## src/shared/hrlpc_pkg.sv

```systemverilog
package hrlpc_pkg;

	// ------------------------------------------------------------
	// timing
	// ------------------------------------------------------------
	localparam int unsigned CLK_PERIOD_NS  = 10;
	localparam int unsigned POR_TIME_US    = 10;
	localparam int unsigned POR_CYCLES     = (POR_TIME_US * 1000) / CLK_PERIOD_NS;
	localparam int unsigned STABLE_TIME_US = 5;
	localparam int unsigned STABLE_CYCLES  = (STABLE_TIME_US * 1000) / CLK_PERIOD_NS;
	localparam int unsigned L2_ENTRY_US    = 3000;
	localparam int unsigned L2_ENTRY_CYC   = (L2_ENTRY_US * 1000) / CLK_PERIOD_NS;
	localparam int unsigned L2_EXIT_US     = 2000;
	localparam int unsigned L2_EXIT_CYC    = (L2_EXIT_US * 1000) / CLK_PERIOD_NS;
	// least-below limits: use one cycle under the bound
	localparam int unsigned L1_ENTRY_US    = 10;
	localparam int unsigned L1_ENTRY_CYC   = (L1_ENTRY_US * 1000) / CLK_PERIOD_NS - 1;
	localparam int unsigned L1_EXIT_US     = 50;
	localparam int unsigned L1_EXIT_CYC    = (L1_EXIT_US * 1000) / CLK_PERIOD_NS - 1;

	// ------------------------------------------------------------
	// values after reset and counter width
	// ------------------------------------------------------------
	localparam logic [6:0] DEFAULT_ADDR   = 7'h00;
	localparam logic [7:0] UNCONFIGURED   = 8'h00;
	localparam int unsigned CNT_W         = 32;

	typedef enum logic [2:0] {
		LPS_L0,
		LPS_L1_ENTER,
		LPS_L1,
		LPS_L1_EXIT,
		LPS_L2_ENTER,
		LPS_L2,
		LPS_L2_EXIT
	} hrlpc_lps_type;

	typedef enum logic [1:0] {
		LINK_L0 = 2'h0,
		LINK_L1 = 2'h1,
		LINK_L2 = 2'h2
	} hrlpc_link_type;

endpackage

```

## src/verilog/hrlpc_sync.sv

```systemverilog
`timescale 1ns/1ps
// two-stage synchroniser; first stage is read only by the second
module hrlpc_sync
(
	input  wire logic i_clk,
	input  wire logic i_d,
	output logic      o_q
);
	logic meta_ff;

	always_ff @(posedge i_clk)
	begin
		meta_ff <= i_d;
		o_q     <= meta_ff;
	end
endmodule

```

## src/verilog/hrlpc_top.sv

```systemverilog
`timescale 1ns/1ps
module hrlpc_top
	import hrlpc_pkg::*;
#(
	parameter int unsigned POR_CNT      = POR_CYCLES,
	parameter int unsigned STABLE_CNT   = STABLE_CYCLES,
	parameter int unsigned L2_ENTRY_CNT = L2_ENTRY_CYC,
	parameter int unsigned L2_EXIT_CNT  = L2_EXIT_CYC
)
(
	// clock and power-on reset
	input  wire logic           i_clk,
	input  wire logic           i_rst_n,
	// external reset pin (asynchronous)
	input  wire logic           i_ext_reset_n,
	// upstream bus events (same clock domain)
	input  wire logic           i_bus_reset,
	input  wire logic           i_set_addr,
	input  wire logic [6:0]     i_addr,
	input  wire logic           i_set_config,
	input  wire logic [7:0]     i_config,
	// link power requests (same clock domain)
	input  wire logic           i_l1_req,
	input  wire logic           i_l2_req,
	input  wire logic           i_resume,
	// clock generation and reset outputs
	output logic                o_osc_en,
	output logic                o_pll_en,
	output logic                o_core_rst_n,
	output logic                o_standby,
	// transceiver control
	output logic                o_phy_en,
	output logic                o_dp_oe,
	output logic                o_xact_abort,
	// device state
	output logic [6:0]          o_addr,
	output logic [7:0]          o_config,
	output logic                o_configured,
	output logic                o_suspended,
	output logic                o_dn_reset,
	// link state
	output hrlpc_link_type      o_link_state,
	output logic                o_link_busy
);
	import hrlpc_pkg::*;

	// ------------------------------------------------------------
	// external pin synchronisation
	// ------------------------------------------------------------
	logic ext_n_sync;
	hrlpc_sync u_ext_sync
	(
		.i_clk (i_clk),
		.i_d   (i_ext_reset_n),
		.o_q   (ext_n_sync)
	);

	// ------------------------------------------------------------
	// power-on timer and clock stability
	// ------------------------------------------------------------
	logic [CNT_W-1:0] por_cnt_ff;
	logic             por_done_ff;
	logic [CNT_W-1:0] stab_cnt_ff;
	logic             rel_ok;
	logic             core_run;

	always_ff @(posedge i_clk)
	begin
		if (!i_rst_n)
		begin
			por_cnt_ff  <= '0;
			por_done_ff <= 1'b0;
		end
		else if (!por_done_ff)
		begin
			por_cnt_ff  <= por_cnt_ff + 1'b1;
			por_done_ff <= (por_cnt_ff >= CNT_W'(POR_CNT - 1));
		end
	end

	// oscillator and pll stop while pin is low; stability count restarts on release
	always_ff @(posedge i_clk)
	begin
		if (!i_rst_n)
		begin
			o_osc_en    <= 1'b0;
			o_pll_en    <= 1'b0;
			stab_cnt_ff <= '0;
		end
		else
		begin
			o_osc_en <= ext_n_sync;
			o_pll_en <= ext_n_sync;
			if (!ext_n_sync)
				stab_cnt_ff <= '0;
			else if (stab_cnt_ff < CNT_W'(STABLE_CNT))
				stab_cnt_ff <= stab_cnt_ff + 1'b1;
		end
	end

	assign rel_ok = ext_n_sync && (stab_cnt_ff >= CNT_W'(STABLE_CNT)) && por_done_ff;

	// assert as soon as the synchronised pin goes low, release only after stability
	always_ff @(posedge i_clk)
	begin
		if (!i_rst_n)
		begin
			o_core_rst_n <= 1'b0;
			o_standby    <= 1'b1;
		end
		else
		begin
			o_core_rst_n <= rel_ok;
			o_standby    <= !ext_n_sync;
		end
	end

	assign core_run = o_core_rst_n && rel_ok;

	// ------------------------------------------------------------
	// transceiver and transaction control
	// ------------------------------------------------------------
	always_ff @(posedge i_clk)
	begin
		if (!i_rst_n)
		begin
			o_phy_en     <= 1'b0;
			o_dp_oe      <= 1'b0;
			o_xact_abort <= 1'b1;
		end
		else
		begin
			o_phy_en     <= core_run;
			o_dp_oe      <= core_run && (o_link_state == LINK_L0);
			o_xact_abort <= !core_run;
		end
	end

	// ------------------------------------------------------------
	// device address and configuration
	// ------------------------------------------------------------
	always_ff @(posedge i_clk)
	begin
		if (!i_rst_n || !core_run)
		begin
			o_addr       <= DEFAULT_ADDR;
			o_config     <= UNCONFIGURED;
			o_configured <= 1'b0;
		end
		else if (i_bus_reset)
		begin
			o_addr       <= DEFAULT_ADDR;
			o_config     <= UNCONFIGURED;
			o_configured <= 1'b0;
		end
		else
		begin
			if (i_set_addr)
				o_addr <= i_addr;
			if (i_set_config)
			begin
				o_config     <= i_config;
				o_configured <= (i_config != UNCONFIGURED);
			end
		end
	end

	// bus reset is absorbed here; downstream reset line is raised only while core_run is low
	always_ff @(posedge i_clk)
	begin
		if (!i_rst_n)
			o_dn_reset <= 1'b0;
		else
			o_dn_reset <= !core_run;
	end

	// ------------------------------------------------------------
	// link power state machine
	// ------------------------------------------------------------
	hrlpc_lps_type    lps_ff;
	logic [CNT_W-1:0] lcnt_ff;
	logic             lcnt_hit;
	logic [CNT_W-1:0] lcnt_lim;

	always_comb
	begin
		unique case (lps_ff)
			LPS_L1_ENTER: lcnt_lim = CNT_W'(L1_ENTRY_CYC);
			LPS_L1_EXIT:  lcnt_lim = CNT_W'(L1_EXIT_CYC);
			LPS_L2_ENTER: lcnt_lim = CNT_W'(L2_ENTRY_CNT);
			LPS_L2_EXIT:  lcnt_lim = CNT_W'(L2_EXIT_CNT);
			default:      lcnt_lim = '0;
		endcase
	end

	assign lcnt_hit = (lcnt_ff >= lcnt_lim - 1'b1);

	always_ff @(posedge i_clk)
	begin
		if (!i_rst_n || !core_run)
		begin
			lps_ff  <= LPS_L0;
			lcnt_ff <= '0;
		end
		else if (i_bus_reset)
		begin
			lps_ff  <= LPS_L0;
			lcnt_ff <= '0;
		end
		else
		begin
			lcnt_ff <= lcnt_ff + 1'b1;
			unique case (lps_ff)
				LPS_L0:
				begin
					lcnt_ff <= '0;
					if (i_l2_req)
						lps_ff <= LPS_L2_ENTER;
					else if (i_l1_req)
						lps_ff <= LPS_L1_ENTER;
				end
				LPS_L1_ENTER:
					if (lcnt_hit)
						lps_ff <= LPS_L1;
				LPS_L1:
				begin
					lcnt_ff <= '0;
					if (i_resume)
						lps_ff <= LPS_L1_EXIT;
				end
				LPS_L1_EXIT:
					if (lcnt_hit)
						lps_ff <= LPS_L0;
				LPS_L2_ENTER:
					if (lcnt_hit)
						lps_ff <= LPS_L2;
				LPS_L2:
				begin
					lcnt_ff <= '0;
					if (i_resume)
						lps_ff <= LPS_L2_EXIT;
				end
				LPS_L2_EXIT:
					if (lcnt_hit)
						lps_ff <= LPS_L0;
			endcase
			if (lps_ff != LPS_L0 && lcnt_hit && lps_ff != LPS_L1 && lps_ff != LPS_L2)
				lcnt_ff <= '0;
		end
	end

	// visible link state; transitions report the state being left
	always_ff @(posedge i_clk)
	begin
		if (!i_rst_n || !core_run)
		begin
			o_link_state <= LINK_L0;
			o_link_busy  <= 1'b0;
			o_suspended  <= 1'b0;
		end
		else
		begin
			o_link_busy <= !(lps_ff inside {LPS_L0, LPS_L1, LPS_L2});
			o_suspended <= (lps_ff == LPS_L2);
			unique case (lps_ff)
				LPS_L1, LPS_L1_EXIT: o_link_state <= LINK_L1;
				LPS_L2, LPS_L2_EXIT: o_link_state <= LINK_L2;
				default:             o_link_state <= LINK_L0;
			endcase
		end
	end

endmodule

```

## config.mk

```make
export PLATFORM = sky130hd
export DESIGN_NAME = hrlpc_top
export DESIGN_NICKNAME = d
export VERILOG_FILES = /design/src/shared/hrlpc_pkg.sv /design/src/verilog/hrlpc_sync.sv /design/src/verilog/hrlpc_top.sv
export SDC_FILE = /design/constraint.sdc
export NUM_CORES = 1
export LEC_CHECK = 0
export BUFFER_PORTS_ARGS = -buffer_cell sky130_fd_sc_hd__buf_2
export CAP_MARGIN = 25
export CORE_AREA = 2 2 100 102
export DETAILED_ROUTE_END_ITERATION = 6
export DIE_AREA = 0 0 102 104
export GPL_TIMING_DRIVEN = 0
export PLACE_DENSITY = 0.85
export SLEW_MARGIN = 30
export SYNTH_ARGS = -nofsm -noshare
export SYNTH_HDL_FRONTEND = slang
export SYNTH_SLANG_ARGS = --single-unit
```

## constraint.sdc

```tcl
create_clock -name i_clk -period 8.84 [get_ports i_clk]
set_input_delay 1.768 -clock i_clk [delete_from_list [all_inputs] [get_ports i_clk]]
set_output_delay 1.768 -clock i_clk [all_outputs]
set_load 0.03 [all_outputs]
```

==> impl_results.md, run 1 <==
* Final min period at 5.02 ns
* Dpl cell area at 6370 um^2
* Final hold viol count at 0
* R2R Setup Slk at 3.82 ns
* Synth cell types at 53
* Largest net degree at the start of global routing at 17
* Final Net Count at 799
* Post-CTS Setup Inserts at 0
* Seq/Total Area, Yosys at 43.3%
* Most frequent cells in the layout: 129 x dfxtp_1, 113 x nor2_1, 54 x buf_2, 45 x nand2_1, 39 x xor2_1
* Buffers on Ports at 49
* Antenna diodes at 0
* GRT Util Overall at 26.6%
* Die Ht at 104 um
* Clock root cell: clkbuf_8
* Initial antenna violation count at 0
* Fraction of the cycle the final worst path needs at 56.7%
* Status: finished, final reports clean
* Setup TNS at 0 ns
* CTS tree: yes
* Crit Path Category: reg -> reg
* Critical path arrival at 5.48 ns
* Clock transition at path regs at 0.06 ns
* Worst-Margin Slew at 0.885 ns
* Design area at 6960 um^2
* Post-synthesis async set-or-reset flop share at 0%
* Syn nets at 731
* Maxcap violations at 0
* Overall die width at 102 um
* DRC at 0
* Ys Warns at 0
* Layer with the highest usage: met2
* Pwr Density at 187 nW/um^2
* Crit path max fanout at 11
* Cell Rows at 36
* DRT antenna net count at 0
* Worst path required time at 9.30 ns
* Leak at 2.98 nW
* Global Route met3 Usage at 8.00%
* Largest buffer count on any clock path at 2
* Max Freq at 0.199 GHz
* R2R Path End: lcnt_ff[7]
* EDFF count, synth at 0
* CP endpoint kind: flop
* Clock Latency Late Sink at 0.54 ns
* RR Startpoint: lps_ff[2]
* Hold path depth at 0
* First-pass GRT wire length at 22,500 um
* I/O pins at 52
* Met1 GRT Util at 29.2%
* Wirelength, routed at 13,600 um
* Mapped Area at 5960 um^2
* Commonest register cell after synthesis: dfxtp_1
* Number of global-route vias before repair at 5,057
* Final setup violation count at 0
* Max Transition Viols Final at 0
* Die area at 10,600 um^2
* Crit path to: lcnt_ff[7]
* Core area at 9550 um^2
* Commonest non-fill, non-tap cell in the layout: dfxtp_1
* Num Clock Sinks at 129
* DR WL/cell at 15.3 um
* Dpl hpwl at 9390 um
* Clk_skew at 0.00816 ns
* DR vias/cell at 5.71
* Post-CTS Hold Fix Bufs at 0
* Hold Path Class: reg -> reg
* Post-Syn Instances at 670
* M2 GR Usage at 46.3%
* Average cell area after synthesis at 8.90 um^2
* RSZ-0062 raised after global routing: no
* Worst slew margin at 40.9%
* Vias after detailed routing at 5,050
* CTS resizes at 0
* Starting Density at 62.4%
* Launch point of the worst path: lps_ff[2]
* Design Power at 1.30 mW
* Detailed Routing Iterations Pass 1 at 4
* Layout cells sized above 1 at 12.5%
* CP Launch Type: flop
* Htree depth at 4
* DR iter-0 viols at 144
* RD Place Congestion at 0.892
* Maximum VDD drop at 170 uV
* R2R cell count at 17
* Num CTS Buffers at 17
* Area Overhead vs Synth at 16.8%
* Fillers at 711
* Synthesized flop and latch total at 129
* GRT overflow at 0
[power by group]
group	switching, mW	leakage [nW]	total [mW]	internal [mW]
logic	0.0166	1.66	0.0274	0.0108
clock network	0.280	0.276	0.689	0.409
registers	0.00288	1.04	0.587	0.584
total	0.299	2.98	1.30	1.00
[cells by family after synthesis]
logic type | synth area share, %
adder cells (fa/ha/maj) | 7.77
other | 0.0629
buffers and inverters | 3.44
AO/OA/AOI/OAI | 6.86
multiplexers | 2.85
XOR/XNOR | 9.84
flip-flops | 43.3
AND/OR/NAND/NOR | 25.8
[sequential cells by signal, summed over array words and instances, names as in the netlist, 2 cells and up]
| name | cells |
|---|---|
| lcnt_ff | 32 |
| por_cnt_ff | 32 |
| stab_cnt_ff | 32 |
| o_config | 8 |
| o_addr | 7 |
| lps_ff | 3 |
| o_link_state | 2 |
[synthesized netlist by cell type (13+ instances only)]
| cell | number | area share (%) |
|---|---|---|
| dfxtp_1 | 129 | 43 |
| nor2_1 | 113 | 7.1 |
| nand2_1 | 45 | 2.8 |
| xor2_1 | 39 | 5.7 |
| ha_1 | 37 | 7.8 |
| and3_1 | 30 | 3.1 |
| nand3_1 | 28 | 2.4 |
| xnor2_1 | 28 | 4.1 |
| inv_1 | 24 | 1.5 |
| nand4_1 | 22 | 2.3 |
| nor4_1 | 18 | 1.9 |
| clkbuf_1 | 17 | 1.1 |
| mux2i_1 | 17 | 2.9 |
| a21oi_1 | 16 | 1.3 |
| o21ai_0 | 13 | 1.1 |
[worst max-delay path: stages (launching register included)]
cell	delay, ns
dfxtp_1	0.31
clkbuf_1	0.30
inv_1	0.10
nand2_1	0.33
inv_1	0.22
nor2_1	0.51
ha_1	0.24
clkbuf_1	0.26
clkbuf_1	0.38
nand3_1	0.16
ha_1	0.34
nand4_1	0.12
nor3_1	0.10
a221oi_1	0.51
and2_0	0.38
nand3_1	0.27
buf_2	0.27
nor2_1	0.14
[through the flow]
stage,setup WS (ns),utilization [%],hold slack [ns],cells
finish,3.82,72.9,0.327,884
global route,3.44,72.9,0.332,884
CTS,3.95,72.9,0.331,884
detailed placement,4.02,66.7,0.316,852
global placement,4.16,66.7,0.315,852
floorplan,5.02,-,0.310,670
[worst min-delay path by stage]
stage | start | end
3_5_place_dp | u_ext_sync.meta_ff | u_ext_sync.o_q
3_3_place_gp | u_ext_sync.meta_ff | u_ext_sync.o_q
5_1_grt | u_ext_sync.meta_ff | u_ext_sync.o_q
6_report | u_ext_sync.meta_ff | u_ext_sync.o_q
2_1_floorplan | u_ext_sync.meta_ff | u_ext_sync.o_q
4_1_cts | u_ext_sync.meta_ff | u_ext_sync.o_q
[layer usage]
layer / vias up / wire length [um]
li1: 2457 / -
met1: 2407 / 5570
met2: 144 / 6940
met3: 42 / 621
met4: 0 / 423
met5: - / 0
[layout make-up]
| cell class | instances | area, um^2 | share of cell area, % |
|---|---|---|---|
| buffer | 26 | 115 | 1.65 |
| clock buffer | 17 | 414 | 5.95 |
| clock inverter | 15 | 174 | 2.50 |
| inverter | 24 | 90.1 | 1.29 |
| multi-input combinational | 491 | 3170 | 45.6 |
| sequential | 129 | 2580 | 37.1 |
| tap | 133 | 166 | 2.39 |
| timing repair buffer | 49 | 245 | 3.52 |
(Power assumes the default switching activity.)
==> run 2, diff against run 1 <==
--- a/config.mk
+++ b/config.mk
@@ -7,11 +7,11 @@
 export LEC_CHECK = 0
 export BUFFER_PORTS_ARGS = -buffer_cell sky130_fd_sc_hd__buf_2
 export CAP_MARGIN = 25
-export CORE_AREA = 2 2 100 102
+export CORE_AREA = 2 2 109 111
 export DETAILED_ROUTE_END_ITERATION = 6
-export DIE_AREA = 0 0 102 104
+export DIE_AREA = 0 0 111 113
 export GPL_TIMING_DRIVEN = 0
-export PLACE_DENSITY = 0.85
+export PLACE_DENSITY = 0.76
 export SLEW_MARGIN = 30
 export SYNTH_ARGS = -nofsm -noshare
 export SYNTH_HDL_FRONTEND = slang
==> constraint.sdc (replaced) <==
create_clock -name i_clk -period 4.1 [get_ports i_clk]
set_input_delay 0.82 -clock i_clk [delete_from_list [all_inputs] [get_ports i_clk]]
set_output_delay 0.82 -clock i_clk [all_outputs]
set_load 0.03 [all_outputs]
==> impl_results.md, run 2 (same netlist as run 1, synthesis figures left out) <==
* Number of global-route vias before repair at 4,713
* Area Overhead vs Synth at 18.0%
* Post-CTS Setup Inserts at 0
* RD Place Congestion at 0.848
* DR WL/cell at 13.9 um
* Worst-Margin Slew at 0.891 ns
* Buffers on Ports at 49
* Clock root cell: clkbuf_16
* Clock power share at 54.4%
* I/O pins at 52
* Clock Latency Late Sink at 0.42 ns
* First-pass GRT wire length at 21,500 um
* Largest buffer count on any clock path at 2
* Clock transition at path regs at 0.06 ns
* Htree depth at 4
* Die Ht at 113 um
* RSZ-0062 raised after global routing: no
* Cell Rows at 39
* WHS at 0.353 ns
* Max Freq at 0.271 GHz
* Met3 wire length at 568 um
* Largest net degree at the start of global routing at 17
* Crit Path Category: reg -> reg
* Worst slew margin at 40.5%
* DR iter-0 viols at 245
* Slowest CP cell: ha_1
* Layout cells sized above 1 at 13.9%
* Fillers at 907
* Status: finished, final reports clean
* Hold path depth at 0
* Detailed Routing Iterations Pass 1 at 4
* CTS tree: yes
* Leak at 3.02 nW
* CP Launch Type: flop
* Core area at 11,300 um^2
* Largest registers: lcnt_ff: 32 flops, por_cnt_ff: 32 flops, stab_cnt_ff: 32 flops
* Design Power at 2.90 mW
* Maxcap violations at 0
* Die area at 12,500 um^2
* Vias after detailed routing at 4,846
* GRT overflow at 0
* Net Switching at 0.591 mW
* Starting Density at 52.9%
* Worst path required time at 4.40 ns
* Initial antenna violation count at 0
* Final Net Count at 797
* Post-CTS Hold Fix Bufs at 0
* Register Area at 2580 um^2
* Internal power at 2.31 mW
* Commonest non-fill, non-tap cell in the layout: dfxtp_1
* Fraction of the cycle the final worst path needs at 90.0%
* CTS resizes at 5
* Wirelength, routed at 12,400 um
* Pwr Density at 413 nW/um^2
* Num CTS Buffers at 17
* Num Clock Sinks at 129
* Hold Path Class: reg -> reg
* Switching share of total power at 20.4%
* Most frequent cells in the layout: 128 x dfxtp_1, 111 x nor2_1, 53 x buf_2, 44 x nand2_1, 39 x xor2_1
* Crit path max fanout at 11
* R2R cell count at 15
* Antenna diodes at 0
* Sequential power share at 43.6%
* Maximum VDD drop at 353 uV
* DR vias/cell at 5.43
* Routed met1 length at 5740 um
* DRT antenna net count at 0
* Area occupied by multi-input gates at 3190 um^2
* Max Transition Viols Final at 0
* Combinational share of power at 2.0%
* CP peak stage delay at 0.33 ns
* Highest metal used: met4
* CP endpoint kind: flop
* Wire length on met2 at 5900 um
* Dpl hpwl at 8990 um
* Final hold viol count at 0
* Overall die width at 111 um
* Critical path arrival at 3.99 ns
* Final min period at 3.69 ns
* Clk_skew at 0.0110 ns
* Crit path cell chain: clkbuf_2, nand2_2, inv_1, nor2_4, ha_2, clkbuf_2, nand3_1, ha_1, nand4_1, nor3_2, nand2_1, a211o_1, nand3_1, buf_2, nor2_1
* Final setup violation count at 0
* GRT Util Overall at 20.9%
* DRC at 0
-- run 2: through the flow --
stage	utilization (%)	cells	setup TNS [ns]	instance area [um^2]	worst slack [ns]
after floorplan	-	670	0	5960	0.276
after global placement	56.6	862	-17.33	6380	-0.535
after detailed placement	56.6	862	-20.63	6380	-0.651
after CTS	62.3	893	0	7020	0.0613
after global routing	62.4	892	0	7030	0.0276
final	62.4	892	0	7030	0.411
-- run 2: cell type report --
type / instances / area share (%)
Tap cell: 143 / 2.54
Buffer: 24 / 1.62
Multi-Input combinational cell: 491 / 45.4
Clock buffer: 18 / 6.25
Sequential cell: 129 / 36.7
Timing Repair Buffer: 49 / 3.49
Clock inverter: 14 / 2.65
Inverter: 24 / 1.28
-- run 2: power by group through the flow --
stage	Sequential [mW]	Clock, mW	Combinational, mW
finish	1.27	1.58	0.0583
global route	1.27	1.65	0.0654
CTS	1.27	1.60	0.0588
detailed placement	1.29	0	0.0577
global placement	1.29	0	0.0553
floorplan	1.29	0	0.0324
-- run 2: path summary, 6_finish.rpt --
check | slack, ns | start | to
worst max-delay path | 0.41 | lps_ff[0] | lcnt_ff[22]
worst min-delay path | 0.35 | u_ext_sync.meta_ff | u_ext_sync.o_q
worst max register to register | 0.41 | lps_ff[0] | lcnt_ff[22]
worst min register to register | 0.35 | u_ext_sync.meta_ff | u_ext_sync.o_q
-- run 2: routing by layer --
metal,up-vias,global-route usage (%)
met4,0,7.33
li1,2458,-
met3,15,6.86
met2,97,35.1
met1,2276,25.4
met5,-,0
-- run 2: critical path, delay by kind of cell, from the launching register on --
family,cells,cell delay [ns]
buf+inv,4,0.88
flops,1,0.31
simple gates,8,1.41
compound gates,1,0.33
fa+ha+maj,2,0.63
==> run 3, diff against run 2 <==
--- a/config.mk
+++ b/config.mk
@@ -10,8 +10,10 @@
 export CORE_AREA = 2 2 109 111
 export DETAILED_ROUTE_END_ITERATION = 6
 export DIE_AREA = 0 0 111 113
+export GPL_ROUTABILITY_DRIVEN = 0
 export GPL_TIMING_DRIVEN = 0
 export PLACE_DENSITY = 0.76
+export RECOVER_POWER = 25
 export SLEW_MARGIN = 30
 export SYNTH_ARGS = -nofsm -noshare
 export SYNTH_HDL_FRONTEND = slang
==> impl_results.md, run 3 (same netlist as run 1, synthesis figures left out) <==
* Clock root cell: clkbuf_16
* Detailed Routing Iterations Pass 1 at 4
* Worst slew margin at 41.2%
* GRT Util Overall at 20.9%
* DRC at 0
* DR iter-0 viols at 266
* Pwr Density at 413 nW/um^2
* Final Net Count at 797
* Hold Path Class: reg -> reg
* Number of global-route vias before repair at 4,713
* Num CTS Buffers at 17
* Largest net degree at the start of global routing at 17
* First-pass GRT wire length at 21,500 um
* Die area at 12,500 um^2
* Fraction of the cycle the final worst path needs at 90.0%
* Worst path required time at 4.40 ns
* Final setup violation count at 0
* Final min period at 3.69 ns
* Antenna diodes at 0
* Initial antenna violation count at 0
* Crit Path Category: reg -> reg
* CTS tree: yes
* Maximum VDD drop at 353 uV
* Starting Density at 52.9%
* Overall die width at 111 um
* Final hold viol count at 0
* Clk_skew at 0.0106 ns
* Cell Rows at 39
* DRT antenna net count at 0
* Die Ht at 113 um
* DR WL/cell at 13.9 um
* Maxcap violations at 0
* GRT overflow at 0
* Critical path arrival at 3.99 ns
* Clock transition at path regs at 0.06 ns
* Largest buffer count on any clock path at 2
* RSZ-0062 raised after global routing: no
* Vias after detailed routing at 4,836
* Layout cells sized above 1 at 13.6%
* Htree depth at 4
* Max Freq at 0.271 GHz
* Worst-Margin Slew at 0.881 ns
* Area Overhead vs Synth at 17.9%
* Buffers on Ports at 49
* I/O pins at 52
* Core area at 11,300 um^2
* Largest registers: lcnt_ff: 32 flops, por_cnt_ff: 32 flops, stab_cnt_ff: 32 flops
* Design Power at 2.91 mW
* Leak at 3.01 nW
* Crit path max fanout at 11
* Num Clock Sinks at 129
* DR vias/cell at 5.42
* CP endpoint kind: flop
* Max Transition Viols Final at 0
* CP Launch Type: flop
* Wirelength, routed at 12,400 um
* Most frequent cells in the layout: 128 x dfxtp_1, 111 x nor2_1, 51 x buf_2, 44 x nand2_1, 39 x xor2_1
* Dpl hpwl at 8990 um
* Commonest non-fill, non-tap cell in the layout: dfxtp_1
* WHS at 0.353 ns
* Clock Latency Late Sink at 0.42 ns
* Status: finished, final reports clean
-- run 3: area by class of cell --
type | count | area (um^2)
clock inverters | 14 | 186
well taps | 143 | 179
flip-flops and latches | 129 | 2580
multi-input cells | 491 | 3190
inverters | 24 | 90.1
clock buffers | 18 | 439
fillers | 908 | 4240
repair buffers | 49 | 244
plain buffers | 24 | 113
-- run 3: routing by layer --
metal  global-route usage, %  vias up  part of all wire (%)
met5                       0        -                     0
met4                    7.33        0                   1.3
met3                    6.86       15                   4.5
met2                    35.1       97                    48
met1                    25.4     2266                    46
li1                        -     2458                     -
-- run 3: worst paths after layout --
kind	slack, ns	to	startpoint	cells after the start
max	0.41	lcnt_ff[22]	lps_ff[0]	15
min	0.35	u_ext_sync.o_q	u_ext_sync.meta_ff	0
max reg2reg	0.41	lcnt_ff[22]	lps_ff[0]	15
min reg2reg	0.35	u_ext_sync.o_q	u_ext_sync.meta_ff	0
-- run 3: power breakdown --
group | internal (mW) | total, mW | switching [mW]
Sequential | 1.26 | 1.27 | 0.00639
Clock | 1.03 | 1.58 | 0.551
Combinational | 0.0234 | 0.0582 | 0.0348
Total | 2.31 | 2.91 | 0.592
-- run 3: per-stage QoR --
stage / worst slack (ns) / cell area [um^2] / setup TNS, ns / cells / util, %
after floorplan: 0.276 / 5960 / 0 / 670 / -
after global placement: -0.535 / 6380 / -17.33 / 862 / 56.6
after detailed placement: -0.651 / 6380 / -20.63 / 862 / 56.6
after CTS: 0.0613 / 7020 / 0 / 893 / 62.3
after global routing: 0.0276 / 7030 / 0 / 892 / 62.4
final: 0.410 / 7030 / 0 / 892 / 62.4
-- run 3: worst max-delay path: stages, from the launching register on --
cell and delay (ns):
dfxtp_1 0.31, clkbuf_2 0.19, nand2_2 0.22, inv_1 0.18, nor2_4 0.26, ha_2 0.30
clkbuf_2 0.24, nand3_1 0.12, ha_1 0.33, nand4_1 0.13, nor3_2 0.25, nand2_1 0.10
a211o_1 0.33, nand3_1 0.26, buf_2 0.27, nor2_1 0.07
-- run 3: timing repair --
action / 4_1_cts / 5_1_grt
buffers inserted: 0 / 0
pin swaps: 0 / 0
hold buffers: 0 / 0
gates resized for setup: 5 / 10
setup endpoints to repair: 35 / 35
